==> src/design/addr_map_pkg.sv <==
// Functional notes
// RULE1: Decode four regions: common, socket, tx, rx.
// RULE2: Receive buffer split register at 0x001a.
// RULE3: Transmit buffer split register at 0x001b.
// RULE4: PPP auth kind at 0x001c-0x001d, high first.
// RULE5: LCP request interval byte at 0x0028.
// RULE6: LCP magic value byte at 0x0029.
// RULE7: Board holds factory test select at 0000.
// RULE8: Logic timed from the reference clock.
// RULE9: Reset low 2us restores all register defaults; here I_RESET is active high and asynchronous, with no minimum width enforced.
// RULE10: 15-bit host address; write latched at strobe rise.
// RULE11: Reserved addresses read zero, ignore writes.
// RULE12: Multi-byte registers byte-wide, MSB at lowest address.
package addr_map_pkg;
  localparam int ADDR_W = 15;

  // ----------------------------------------------------------------
  // Region bases
  // ----------------------------------------------------------------
  localparam logic [14:0] COMMON_BASE  = 15'h0000;
  localparam logic [14:0] COMMON_END   = 15'h0030;
  localparam logic [14:0] SOCKET_BASE  = 15'h0400;
  localparam logic [14:0] SOCKET_END   = 15'h0800;
  localparam logic [14:0] TXMEM_BASE   = 15'h4000;
  localparam logic [14:0] RXMEM_BASE   = 15'h6000;

  // ----------------------------------------------------------------
  // Common register byte offsets
  // ----------------------------------------------------------------
  localparam logic [5:0] OFF_GLOBAL_MODE      = 6'h00;
  localparam logic [5:0] OFF_GATEWAY_IP       = 6'h01;
  localparam logic [5:0] OFF_SUBNET_MASK      = 6'h05;
  localparam logic [5:0] OFF_LOCAL_HW_ADDR    = 6'h09;
  localparam logic [5:0] OFF_LOCAL_IP         = 6'h0f;
  localparam logic [5:0] OFF_RSVD_GAP_LO      = 6'h13;
  localparam logic [5:0] OFF_RSVD_GAP_HI      = 6'h14;
  localparam logic [5:0] OFF_INT_FLAGS        = 6'h15;
  localparam logic [5:0] OFF_INT_MASK         = 6'h16;
  localparam logic [5:0] OFF_RETX_TIMEOUT     = 6'h17;
  localparam logic [5:0] OFF_RETX_LIMIT       = 6'h19;
  localparam logic [5:0] OFF_RX_BUF_SPLIT     = 6'h1a;
  localparam logic [5:0] OFF_TX_BUF_SPLIT     = 6'h1b;
  localparam logic [5:0] OFF_PPP_AUTH_KIND    = 6'h1c;
  localparam logic [5:0] OFF_LCP_REQ_INTERVAL = 6'h28;
  localparam logic [5:0] OFF_LCP_MAGIC        = 6'h29;
  localparam logic [5:0] OFF_UNREACH_IP       = 6'h2a;
  localparam logic [5:0] OFF_UNREACH_PORT     = 6'h2e;
  localparam int         COMMON_BYTES         = 48;

  // ----------------------------------------------------------------
  // Reset values
  // ----------------------------------------------------------------
  localparam logic [7:0]  RST_BYTE         = 8'h00;
  localparam logic [15:0] RST_RETX_TIMEOUT = 16'h07d0;
  localparam logic [7:0]  RST_RETX_LIMIT   = 8'h08;
  localparam logic [7:0]  RST_BUF_SPLIT    = 8'h55;

  // ----------------------------------------------------------------
  // Timing
  // ----------------------------------------------------------------
  localparam int CLK_MHZ        = 50;
  localparam int RESET_MIN_NS   = 2000;
  localparam int RESET_MIN_CYC  = (RESET_MIN_NS * CLK_MHZ + 999) / 1000;

  typedef enum logic [1:0] {
    REG_COMMON = 2'b00,
    REG_SOCKET = 2'b01,
    REG_TXMEM  = 2'b11,
    REG_RXMEM  = 2'b10
  } region_t;

  typedef enum logic [1:0] {
    ST_IDLE  = 2'b00,
    ST_WLOW  = 2'b01,
    ST_RLOW  = 2'b10
  } bus_state_t;
endpackage

==> src/design/host_access_if.sv <==
interface host_access_if;
  import addr_map_pkg::*;
  logic [14:0] addr;
  logic [7:0]  wdata;
  logic        wr_pulse;
  logic        sel;
  region_t     region;
  logic [13:0] region_off;
  logic        mapped;
  modport ctrl (output addr, output wdata, output wr_pulse, output sel,
                input region, input region_off, input mapped);
  modport dec  (input addr, input sel, output region, output region_off, output mapped);
endinterface

==> src/design/host_address_map_decoder.sv <==
module host_address_map_decoder
  import addr_map_pkg::*;
(
  input  wire logic        I_CLOCK,
  input  wire logic        I_RESET,
  input  wire logic [14:0] I_HOST_BYTE_ADDRESS,
  input  wire logic [7:0]  I_DATA,
  input  wire logic        I_CS_N,
  input  wire logic        I_WR_N,
  input  wire logic        I_RD_N,
  input  wire logic [7:0]  I_INT_EVENTS,
  input  wire logic        I_UNREACH_CAPTURE,
  input  wire logic [31:0] I_UNREACH_IP,
  input  wire logic [15:0] I_UNREACH_PORT,
  input  wire logic [7:0]  I_EXT_RDATA,
  output logic [7:0]       O_DATA,
  output logic             O_DATA_OE,
  output logic             O_SOCKET_SEL,
  output logic             O_TXMEM_SEL,
  output logic             O_RXMEM_SEL,
  output logic [13:0]      O_REGION_OFFSET,
  output logic             O_EXT_WR,
  output logic [7:0]       O_EXT_WDATA,
  output logic [7:0]       O_GLOBAL_MODE,
  output logic [7:0]       O_RX_BUFFER_SPLIT,
  output logic [7:0]       O_TX_BUFFER_SPLIT,
  output logic             O_INT_N
);
  // ----------------------------------------------------------------
  // Pin synchronisers
  // ----------------------------------------------------------------
  logic [14:0] addr_s1_r, addr_s2_r;
  logic [7:0]  data_s1_r, data_s2_r;
  logic [2:0]  ctl_s1_r, ctl_s2_r;
  logic        cs_n, wr_n, rd_n;

  always_ff @(posedge I_CLOCK or posedge I_RESET) begin
    if (I_RESET) begin
      addr_s1_r <= 15'h0000;
      addr_s2_r <= 15'h0000;
      data_s1_r <= 8'h00;
      data_s2_r <= 8'h00;
      ctl_s1_r  <= 3'h7;
      ctl_s2_r  <= 3'h7;
    end else begin
      addr_s1_r <= I_HOST_BYTE_ADDRESS;
      addr_s2_r <= addr_s1_r;
      data_s1_r <= I_DATA;
      data_s2_r <= data_s1_r;
      ctl_s1_r  <= {I_CS_N, I_WR_N, I_RD_N};
      ctl_s2_r  <= ctl_s1_r;
    end
  end

  assign cs_n = ctl_s2_r[2];
  assign wr_n = ctl_s2_r[1];
  assign rd_n = ctl_s2_r[0];

  // ----------------------------------------------------------------
  // Strobe tracking
  // ----------------------------------------------------------------
  bus_state_t  st_r, st_nxt;
  logic [14:0] waddr_r, waddr_nxt;
  logic [7:0]  wdata_r, wdata_nxt;
  logic        wr_pulse;

  // Address and data are resampled every cycle while the strobe is low; the write
  // lands when the strobe rises, so late data setup still works.
  always_comb begin
    st_nxt    = st_r;
    waddr_nxt = waddr_r;
    wdata_nxt = wdata_r;
    wr_pulse  = 1'b0;
    case (st_r)
      ST_IDLE: begin
        if (!cs_n && !wr_n) begin
          st_nxt = ST_WLOW;
        end else if (!cs_n && !rd_n) begin
          st_nxt = ST_RLOW;
        end
      end
      ST_WLOW: begin
        waddr_nxt = addr_s2_r;
        wdata_nxt = data_s2_r;
        if (wr_n || cs_n) begin
          st_nxt   = ST_IDLE;
          wr_pulse = 1'b1; // RULE10
        end
      end
      ST_RLOW: begin
        if (rd_n || cs_n) begin
          st_nxt = ST_IDLE;
        end
      end
      default: st_nxt = ST_IDLE;
    endcase
  end

  always_ff @(posedge I_CLOCK or posedge I_RESET) begin
    if (I_RESET) begin
      st_r    <= ST_IDLE;
      waddr_r <= 15'h0000;
      wdata_r <= 8'h00;
    end else begin
      st_r    <= st_nxt;
      waddr_r <= waddr_nxt;
      wdata_r <= wdata_nxt;
    end
  end

  // ----------------------------------------------------------------
  // Decode
  // ----------------------------------------------------------------
  host_access_if hbus ();
  assign hbus.addr     = wr_pulse ? waddr_r : addr_s2_r;
  assign hbus.wdata    = wdata_r;
  assign hbus.wr_pulse = wr_pulse;
  // The host may lift chip select with the strobe; keep the region
  // select up through the write pulse so the far side sees it
  assign hbus.sel      = !cs_n || wr_pulse;

  region_decoder u_dec (
    .bus (hbus)
  );

  logic [5:0] coff;
  assign coff = hbus.region_off[5:0];

  // ----------------------------------------------------------------
  // Common register bank
  // ----------------------------------------------------------------
  logic [7:0] regs_r   [COMMON_BYTES];
  logic [7:0] regs_nxt [COMMON_BYTES];
  logic       cwr;
  logic [47:0] unreach_all;

  assign cwr = wr_pulse && hbus.mapped && hbus.region == REG_COMMON;

  // Captured address and port fill the top six bytes, MSB first
  assign unreach_all = {I_UNREACH_IP, I_UNREACH_PORT};

  function automatic logic [7:0] rst_val(input int i);
    logic [7:0] v;
    v = RST_BYTE;
    if (i == int'(OFF_RETX_TIMEOUT)) v = RST_RETX_TIMEOUT[15:8];
    if (i == int'(OFF_RETX_TIMEOUT) + 1) v = RST_RETX_TIMEOUT[7:0];
    if (i == int'(OFF_RETX_LIMIT)) v = RST_RETX_LIMIT;
    if (i == int'(OFF_RX_BUF_SPLIT)) v = RST_BUF_SPLIT;
    if (i == int'(OFF_TX_BUF_SPLIT)) v = RST_BUF_SPLIT;
    return v;
  endfunction

  // Reserved and read-only bytes never take host writes
  function automatic logic writable(input int i);
    return (i <= int'(OFF_PPP_AUTH_KIND) + 1 && i != int'(OFF_RSVD_GAP_LO)
            && i != int'(OFF_RSVD_GAP_HI))
        || i == int'(OFF_LCP_REQ_INTERVAL) || i == int'(OFF_LCP_MAGIC);
  endfunction

  genvar g;
  generate
    for (g = 0; g < COMMON_BYTES; g++) begin : g_byte
      always_comb begin
        regs_nxt[g] = regs_r[g];
        if (g == int'(OFF_INT_FLAGS)) begin
          // Writing one clears a flag; a new event wins over the clear
          if (cwr && coff == OFF_INT_FLAGS) begin
            regs_nxt[g] = regs_r[g] & ~hbus.wdata;
          end
          regs_nxt[g] = regs_nxt[g] | I_INT_EVENTS;
        end else if (g >= int'(OFF_UNREACH_IP)) begin
          if (I_UNREACH_CAPTURE) begin
            // A shift keeps every byte lane in range at elaboration
            regs_nxt[g] = 8'(unreach_all >> (8 * (COMMON_BYTES - 1 - g))); // RULE12
          end
        end else if (cwr && coff == 6'(g) && writable(g)) begin // RULE11
          regs_nxt[g] = hbus.wdata; // RULE2 RULE3 RULE4 RULE5 RULE6
        end
      end

      always_ff @(posedge I_CLOCK or posedge I_RESET) begin
        if (I_RESET) begin
          regs_r[g] <= rst_val(g); // RULE9
        end else begin
          regs_r[g] <= regs_nxt[g]; // RULE8
        end
      end
    end
  endgenerate

  // ----------------------------------------------------------------
  // Read path and outputs
  // ----------------------------------------------------------------
  logic [7:0]  rdata;
  logic        oe_nxt;

  always_comb begin
    rdata = 8'h00; // RULE11
    if (hbus.mapped && hbus.region == REG_COMMON) begin
      if (coff != OFF_RSVD_GAP_LO && coff != OFF_RSVD_GAP_HI &&
          !(coff > OFF_PPP_AUTH_KIND + 6'h01 && coff < OFF_LCP_REQ_INTERVAL)) begin
        rdata = regs_r[coff];
      end
    end else if (hbus.mapped) begin
      rdata = I_EXT_RDATA;
    end
    oe_nxt = (st_r == ST_RLOW) && !cs_n && !rd_n;
  end

  always_ff @(posedge I_CLOCK or posedge I_RESET) begin
    if (I_RESET) begin
      O_DATA            <= 8'h00;
      O_DATA_OE         <= 1'b0;
      O_SOCKET_SEL      <= 1'b0;
      O_TXMEM_SEL       <= 1'b0;
      O_RXMEM_SEL       <= 1'b0;
      O_REGION_OFFSET   <= 14'h0000;
      O_EXT_WR          <= 1'b0;
      O_EXT_WDATA       <= 8'h00;
      O_GLOBAL_MODE     <= RST_BYTE;
      O_RX_BUFFER_SPLIT <= RST_BUF_SPLIT;
      O_TX_BUFFER_SPLIT <= RST_BUF_SPLIT;
      O_INT_N           <= 1'b1;
    end else begin
      O_DATA            <= rdata;
      O_DATA_OE         <= oe_nxt;
      O_SOCKET_SEL      <= hbus.sel && hbus.mapped && hbus.region == REG_SOCKET;
      O_TXMEM_SEL       <= hbus.sel && hbus.mapped && hbus.region == REG_TXMEM;
      O_RXMEM_SEL       <= hbus.sel && hbus.mapped && hbus.region == REG_RXMEM;
      O_REGION_OFFSET   <= hbus.region_off;
      O_EXT_WR          <= wr_pulse && hbus.mapped && hbus.region != REG_COMMON;
      O_EXT_WDATA       <= wdata_r;
      O_GLOBAL_MODE     <= regs_r[OFF_GLOBAL_MODE];
      O_RX_BUFFER_SPLIT <= regs_r[OFF_RX_BUF_SPLIT]; // RULE2
      O_TX_BUFFER_SPLIT <= regs_r[OFF_TX_BUF_SPLIT]; // RULE3
      O_INT_N           <= ~|(regs_r[OFF_INT_FLAGS] & regs_r[OFF_INT_MASK]);
    end
  end
endmodule

==> src/design/region_decoder.sv <==
module region_decoder
  import addr_map_pkg::*;
(
  host_access_if.dec bus
);
  // ----------------------------------------------------------------
  // Region decode
  // ----------------------------------------------------------------
  always_comb begin
    bus.region     = REG_COMMON;
    bus.region_off = 14'h0000;
    bus.mapped     = 1'b0;
    if (bus.addr >= RXMEM_BASE) begin // RULE1
      bus.region     = REG_RXMEM;
      bus.region_off = 14'(bus.addr - RXMEM_BASE);
      bus.mapped     = 1'b1;
    end else if (bus.addr >= TXMEM_BASE) begin // RULE1
      bus.region     = REG_TXMEM;
      bus.region_off = 14'(bus.addr - TXMEM_BASE);
      bus.mapped     = 1'b1;
    end else if (bus.addr >= SOCKET_BASE && bus.addr < SOCKET_END) begin // RULE1
      bus.region     = REG_SOCKET;
      bus.region_off = 14'(bus.addr - SOCKET_BASE);
      bus.mapped     = 1'b1;
    end else if (bus.addr < COMMON_END) begin // RULE1
      bus.region     = REG_COMMON;
      bus.region_off = 14'(bus.addr);
      bus.mapped     = 1'b1;
    end
  end
endmodule

==> config.mk <==
export PLATFORM = sky130hd
export DESIGN_NAME = host_address_map_decoder
export DESIGN_NICKNAME = d
export VERILOG_FILES = /design/src/design/addr_map_pkg.sv /design/src/design/host_access_if.sv /design/src/design/host_address_map_decoder.sv /design/src/design/region_decoder.sv
export SDC_FILE = /design/constraint.sdc
export NUM_CORES = 1
export LEC_CHECK = 0
export BUFFER_PORTS_ARGS = -buffer_cell sky130_fd_sc_hd__buf_2
export CAP_MARGIN = 0
export CORE_ASPECT_RATIO = 1.1
export CORE_MARGIN = 8
export CORE_UTILIZATION = 40
export DETAILED_ROUTE_END_ITERATION = 16
export SLEW_MARGIN = 20
export SYNTH_ARGS = -nofsm -noshare
export SYNTH_HDL_FRONTEND = slang
export SYNTH_HIERARCHICAL = 1
export SYNTH_SLANG_ARGS = --single-unit
==> constraint.sdc <==
create_clock -name I_CLOCK -period 14.1 [get_ports I_CLOCK]
set_clock_uncertainty 0.1 [all_clocks]
set_input_delay 2.115 -clock I_CLOCK [delete_from_list [all_inputs] [get_ports I_CLOCK]]
set_output_delay 2.115 -clock I_CLOCK [all_outputs]
set_load 0.005 [all_outputs]
# Word level (Yosys, flattened, before mapping)
# Index checks and enable logic that the tools add are counted.
dict set report word_totals {
  ff_bits 425
  in_bits 93
  out_inout_bits 60
  wordCells 198
}
dict set report op_classes {
  n_addsub 3
  magnitude_cmp 8
  n_eq_ne 39
  n_mux 26
  bitwise_logic 5
  n_reduce_logical 60
}
# cell count
set op_table {}
lappend op_table {{$eq 6x5->1 const B} 12}
lappend op_table {{$mux 14} 4}
lappend op_table {{$bmux 8 s6} 1}
lappend op_table {{$eq 6x4->1 const B} 8}
lappend op_table {{$mux 8} 6}
lappend op_table {{$logic_and 1x1->1} 46}
lappend op_table {{$ge 15x15->1 const B} 2}
lappend op_table {{$eq 6x3->1 const B} 4}
lappend op_table {{$and 8x8->8} 2}
lappend op_table {{$ge 15x11->1 const B} 1}
lappend op_table {{$lt 15x12->1 const B} 1}
lappend op_table {{$lt 15x6->1 const B} 1}
lappend op_table {{$mux 15} 1}
lappend op_table {{$sub 14x1->14 const B} 1}
lappend op_table {{$sub 14x11->14 const B} 1}
lappend op_table {{$sub 14x14->14 const B} 1}
lappend op_table {{$eq 6x2->1 const B} 2}
lappend op_table {{$eq 6x6->1 const B} 2}
lappend op_table {{$mux 2} 6}
lappend op_table {{$ne 6x5->1 const B} 2}
lappend op_table {{$not 8->8} 1}
lappend op_table {{$or 8x8->8} 1}
lappend op_table {{$reduce_or 8->1} 1}
lappend op_table {{$ge 7x7->1 const B} 1}
lappend op_table {{16 further kinds} 33}

# Longest topological paths before layout
dict set report logic_depth {
  ltp_word 15
  ltp_mapped 21
}

# Cells and area by module
# Netlist, hierarchy kept.
# mod instances cells_each area_each_um2
set by_module_without_submodules {}
lappend by_module_without_submodules {host_address_map_decoder 1 1184 17569.4}
lappend by_module_without_submodules {region_decoder 1 48 319.1}

# Least setup slack after synthesis
# OpenSTA, ideal clock, no wires.
dict set report synth_timing {
  kind {reg2reg}
  start {reg ctl_s2_r[2]}
  end {reg O_DATA[5]}
  setup_ns 0.130
  t_arrival_ns 4.629
  required_ns 13.870
  slack_ns 9.241
  path_stages_with_launch 19
  path_buffers 6
  cell_sequence {dfstp_2 -> or2_0 -> and2_1 -> clkbuf_1 -> buf_1 -> mux2_2 -> inv_1 -> ha_1 -> nor4b_2 -> nand4_2 -> buf_6 -> a31oi_1 -> buf_4 -> buf_4 -> buf_2 -> mux4_2 -> mux4_2 -> nand3_1 -> o211ai_1}
}
dict set report synth_between {
  elab_chain_cells 15
  elab_cells_between_ends 41
}
# item line_no
set synth_rtl {}
lappend synth_rtl {{from (decl)} host_address_map_decoder.sv:34} ;# logic [2:0] ctl_s1_r, ctl_s2_r;
lappend synth_rtl {{from (signal assigned)} host_address_map_decoder.sv:51} ;# ctl_s2_r <= ctl_s1_r;
lappend synth_rtl {{$logic_or 1x1->1 (*)} host_address_map_decoder.sv:85} ;# if (wr_n || cs_n) begin
lappend synth_rtl {{$mux 1 (*)} host_address_map_decoder.sv:85}
lappend synth_rtl {{$mux 1 (*)} host_address_map_decoder.sv:74} ;# case (st_r)
lappend synth_rtl {{$mux 15 (*)} host_address_map_decoder.sv:115} ;# assign hbus.addr = wr_pulse ? waddr_r : addr_s2_r;
lappend synth_rtl {{via hbus.addr[11]} host_access_if.sv:3} ;# logic [14:0] addr;
lappend synth_rtl {{$lt 15x6->1 (tied with other cells)} region_decoder.sv:25} ;# end else if (bus.addr < COMMON_END) begin
lappend synth_rtl {{$mux 14 or $logic_and 1x1->1 (tied branches)} {region_decoder.sv:25, region_decoder.sv:21}}
lappend synth_rtl {{$mux 14} region_decoder.sv:21} ;# end else if (bus.addr >= SOCKET_BASE && bus.addr < SOCKET_END) begin
lappend synth_rtl {{(+2 left out)} --}
lappend synth_rtl {{via hbus.region_off[0]} host_access_if.sv:8} ;# logic [13:0] region_off;
lappend synth_rtl {{$not 6->7 (implied by the code) (tied with other cells)} host_address_map_decoder.sv:202} ;# rdata = regs_r[coff];
lappend synth_rtl {{$bmux 8 s6 or $logic_and 1x1->1 (tied branches)} {host_address_map_decoder.sv:202, host_address_map_decoder.sv:201}}
lappend synth_rtl {{$mux 8 (implied by the code) or $logic_not 1->1 (tied branches)} {host_address_map_decoder.sv:202, host_address_map_decoder.sv:201}}
lappend synth_rtl {{$mux 8 (implied by the code) or $logic_and 1x1->1 (tied branches)} {host_address_map_decoder.sv:202, host_address_map_decoder.sv:200}}
lappend synth_rtl {{$mux 8 (*)} host_address_map_decoder.sv:200} ;# if (coff != OFF_RSVD_GAP_LO && coff != OFF_RSVD_GAP_HI &&
lappend synth_rtl {{$mux 8 (*)} host_address_map_decoder.sv:199} ;# if (hbus.mapped && hbus.region == REG_COMMON) begin
lappend synth_rtl {{via rdata[5]} host_address_map_decoder.sv:194} ;# logic [7:0] rdata;
lappend synth_rtl {{to (signal assigned)} host_address_map_decoder.sv:225} ;# O_DATA <= rdata;
lappend synth_rtl {{to (decl)} host_address_map_decoder.sv:16} ;# output logic [7:0] O_DATA,
# The timed path passes the listed nets; every way through them passes the cells marked *. The select of a mux whose other input is x is not followed.
# A chain may end at the register's enable or synchronous reset.

# Final worst setup path
dict set report layout_timing {
  start {reg st_r[0]}
  end {reg O_DATA[7]}
}
dict set report layout_between {
  elab_chain_cells 14
  elab_cells_between_ends 40
}
# item line_no
set layout_rtl {}
lappend layout_rtl {{from (decl)} host_address_map_decoder.sv:62} ;# bus_state_t st_r, st_nxt;
lappend layout_rtl {{from (signal assigned)} host_address_map_decoder.sv:105} ;# st_r <= st_nxt;
lappend layout_rtl {{$eq 2x1->1 (*)} host_address_map_decoder.sv:74}
lappend layout_rtl {{$mux 1 (*)} host_address_map_decoder.sv:74}
lappend layout_rtl {{$mux 15 (*)} host_address_map_decoder.sv:115}
lappend layout_rtl {{via hbus.addr[11]} host_access_if.sv:3}
lappend layout_rtl {{$lt 15x6->1 (tied with other cells)} region_decoder.sv:25}
lappend layout_rtl {{$mux 14 or $logic_and 1x1->1 (tied branches)} {region_decoder.sv:25, region_decoder.sv:21}}
lappend layout_rtl {{$mux 14} region_decoder.sv:21}
lappend layout_rtl {{$mux 14} region_decoder.sv:17} ;# end else if (bus.addr >= TXMEM_BASE) begin
lappend layout_rtl {{$mux 14 (*)} region_decoder.sv:13} ;# if (bus.addr >= RXMEM_BASE) begin
lappend layout_rtl {{via hbus.region_off[0]} host_access_if.sv:8}
lappend layout_rtl {{$not 6->7 (implied by the code) (tied with other cells)} host_address_map_decoder.sv:202}
lappend layout_rtl {{$bmux 8 s6 or $logic_and 1x1->1 (tied branches)} {host_address_map_decoder.sv:202, host_address_map_decoder.sv:201}}
lappend layout_rtl {{$mux 8 (implied by the code) or $logic_not 1->1 (tied branches)} {host_address_map_decoder.sv:202, host_address_map_decoder.sv:201}}
lappend layout_rtl {{$mux 8 (implied by the code) or $logic_and 1x1->1 (tied branches)} {host_address_map_decoder.sv:202, host_address_map_decoder.sv:200}}
lappend layout_rtl {{$mux 8 (*)} host_address_map_decoder.sv:200}
lappend layout_rtl {{$mux 8 (*)} host_address_map_decoder.sv:199}
lappend layout_rtl {{via rdata[7]} host_address_map_decoder.sv:194}
# Marked as above.

==> metrics.md <==
| Metric | Value |
|---|---|
| Worst hold margin | `0.246 ns` |
| CTS max path bufs | `3` |
| Multi-input gate area | `0.00686 sq mm` |
| Startpoint types | `flip-flop` |
| CTS resizes | `0` |
| Post-DP HPWL | `30.2 mm` |
| Switching portion of total power | `0.254` |
| Ys Warns | `6` |
| Delay-heaviest family, CP | `simple AND/OR/NAND/NOR gates` |
| Fillers | `3892` |
| CTS tree | `yes` |
| Final Net Count | `1471` |
| Slew Limit Fails | `0` |
| Initial Util | `0.404` |
| Chip Width | `218 microns` |
| Most common cell after layout, fill and taps aside | `dfrtp_1` |
| Crit path capture type | `flip-flop` |
| Most frequent cells in the layout | `dfrtp_1 (394), mux2_2 (297), buf_2 (152)` |
| Post-DRT Antenna Nets | `0` |
| Clk slew on worst S/H paths | `0.06 ns` |
| Slowest-stage cell, CP | `buf_4` |
| Worst hold path class | `reg2reg` |
| Unrepaired setup endpoints after global routing | `false` |
| Tcrit/Tclk final | `0.480` |
| Ports | `153` |
| Reg area | `0.0107 sq mm` |
| Launching point of the worst reg2reg path | `st_r[0]` |
| N_diodes | `0` |
| Async SR Flop Fraction | `1.00` |
| EDFF count, synth | `0` |
| Setup Crit Path Kind | `reg2reg` |
| PwrDens | `138 mW/mm^2` |
| Post-DR wirelength/cell | `23.1 microns` |
| Worst-path fanout max | `49` |
| Tmin final | `6.77 ns` |
| Worst-Skew Late Latency | `0.59 ns` |
| First-pass GRT wire length | `71.7 mm` |
| Worst EP arrival | `7.13 ns` |
| GRT overflow | `0` |
| Rel. slew slack | `0.283` |
| Max-Cap Viols | `0` |
| Via density | `5.40` |
| Die H | `238 microns` |
| Syn_area_per_cell | `14.5 sq um` |
| Ys flop type | `dfrtp_1` |
| R2r setup slk | `7.33 ns` |
| #FFs+latches synth | `425` |
| NetSw | `728 uW` |
| Num CTS Buffers | `44` |
| RePlAce Congestion | `0.893` |
| Comb pwr share | `0.111` |
| Clock Sinks | `425` |
| Max Freq | `148 MHz` |
| Status | `complete, no violations` |
| Synth Net Count | `1328` |
| Clock share of power | `0.424` |
| Pre-antenna DRT Iters | `5` |
| Sequential power share | `0.464` |
| Worst hold path startpoint | `data_s1_r[3]` |
| Lkg Pwr | `9.79 nW` |
| Setup violators final | `0` |
| CP Buf/Inv Count | `4` |
| Setup_tns | `0 ns` |
| Clk root buf | `clkbuf_16` |
| CP most frequent cell | `buf_4` |
| Antenna violations before repair | `2` |
| Syn Inst Count | `1232` |
| Layout cells sized above 1 | `0.470` |
| Max VDD drop | `0.0768 mV` |
| Critical path, cell by cell | `nor2b_2 > buf_4 > and2_1 > mux2_2 > inv_1 > ha_1 > nor4b_2 > nand4_2 > a31oi_4 > buf_4 > buf_4 > nand2_1 > o31ai_1 > a221oi_2 > nor4b_1 > a32o_1` |
| GRT Util Overall | `0.180` |
| Cell variety after synth | `69` |
| Crit-path max cell delay | `0.81 ns` |
| Worst Max-Slew Pin Slew | `1.08 ns` |
| Proportion of synthesized chip area in sequential cells | `0.597` |
| CP required | `14.47 ns` |
| Hold_buf cts | `0` |
| Final hold violations | `0` |
| Largest net degree at the start of global routing | `108` |
| Post-CTS Setup Inserts | `0` |
| Area delta synth->final | `16.3%` |
| Vias in the first global route | `11602` |
| CTS H-tree depth | `2` |
| Core area | `0.0443 sq mm` |
| P_int | `2.13 mW` |
| Mapped Area | `0.0179 sq mm` |
| Routed vias | `10761` |
| CP startpoint | `st_r[0]` |
| Final wirelength | `45.9 mm` |
| DRC Markers | `0` |
| Die ar. | `0.0518 sq mm` |
| Iteration-0 DRC Markers | `795` |
| # port buffers | `152` |
| Row cnt | `81` |
cell usage after synthesis (3+ instances only):
library cell	n	area share
buf_4	8	0.0034
a2111oi_0	3	0.0015
a211oi_1	7	0.0029
a21o_1	8	0.0034
and2_1	3	0.0010
mux4_2	53	0.067
a21oi_1	5	0.0014
a22oi_1	5	0.0021
dfrtp_1	395	0.55
dfstp_2	30	0.044
o21ai_0	17	0.0048
nand2b_1	9	0.0031
inv_1	19	0.0040
nor2_2	4	0.0014
nand4_1	3	0.0010
o221ai_1	3	0.0015
or3_1	3	0.0010
mux2_4	8	0.0067
ha_1	3	0.0021
buf_1	6	0.0013
mux2i_1	26	0.015
nor2_1	29	0.0061
or2_2	3	0.0010
nor2b_1	11	0.0038
o211ai_1	5	0.0021
clkbuf_1	47	0.0099
nand2_1	115	0.024
o22ai_1	6	0.0021
a221oi_1	5	0.0024
nand3_1	5	0.0014
nor4_1	3	0.0010
a31oi_1	13	0.0045
nor3_2	5	0.0028
o31ai_1	5	0.0021
nor3_1	10	0.0028
buf_2	14	0.0039
mux2_2	297	0.19
stage by stage:
step / cells / setup WS (ns) / util / power [mW] / cell area [sq um]
after global placement: 1910 / 7.43 / 0.435 / 1.67 / 19300
after detailed placement: 1910 / 7.28 / 0.435 / 1.67 / 19300
after global routing: 1991 / 6.77 / 0.470 / 2.98 / 20800
final: 1991 / 7.33 / 0.470 / 2.86 / 20800
after floorplan: 1232 / 0.101 / - / 1.54 / 17900
after CTS: 1991 / 7.24 / 0.469 / 2.90 / 20800
layout make-up:
| type | instances | area share |
|---|---|---|
| inverters | 20 | 0.00397 |
| flip-flops and latches | 425 | 0.513 |
| repair buffers | 174 | 0.0445 |
| clock buffers | 65 | 0.0616 |
| clock inverters | 16 | 0.0119 |
| multi-input cells | 710 | 0.330 |
| well taps | 581 | 0.0349 |
worst paths after layout:
| kind | endpoint | cells after the start |
|---|---|---|
| max in group asynchronous | O_TX_BUFFER_SPLIT[7] | 4 |
| min in group asynchronous | data_s1_r[2] | 2 |
| worst min-delay path | data_s2_r[3] | 0 |
| worst max register to register | O_DATA[7] | 16 |
| worst min register to register | data_s2_r[3] | 0 |
| worst max-delay path | O_DATA[7] | 16 |
cell families (layout without fill, tap and decap cells):
logic type | after synthesis | after routing | share of synthesized area
flip-flops | 425 | 425 | 0.597
multiplexers | 384 | 384 | 0.275
AND/OR/NAND/NOR | 220 | 220 | 0.0608
AO/OA/AOI/OAI | 103 | 103 | 0.0417
buffers and inverters | 97 | 275 | 0.0239
adder cells (fa/ha/maj) | 3 | 3 | 0.00210
sequential cells by signal (all words and copies together), names as in the netlist, 14 cells and up:
signal / flops
addr_s1_r: 15
addr_s2_r: 15
O_REGION_OFFSET: 14
regs_r: 288
waddr_r: 15
layer usage:
layer | part of all wire | GRT usage
met3 | 0.047 | 0.0374
met5 | 0.00048 | 0
met2 | 0.49 | 0.290
met4 | 0.028 | 0.0558
met1 | 0.44 | 0.243
power by group through the flow:
stage               registers, mW  logic (mW)  clock network, mW
finish                       1.33       0.318               1.21
global route                 1.34       0.345               1.30
CTS                          1.33       0.322               1.25
detailed placement           1.35       0.321                  0
global placement             1.35       0.317                  0
floorplan                    1.34       0.203                  0
worst register-to-register path, stage by stage (launching register included):
cell      delay, ns
dfrtp_1        0.40
nor2b_2        0.16
buf_4          0.33
and2_1         0.66
mux2_2         0.46
inv_1          0.14
ha_1           0.16
nor4b_2        0.26
nand4_2        0.47
a31oi_4        0.27
buf_4          0.71
buf_4          0.83
nand2_1        0.48
o31ai_1        0.46
a221oi_2       0.26
nor4b_1        0.24
a32o_1         0.27
No activity file was read; power rests on OpenSTA's default activity.
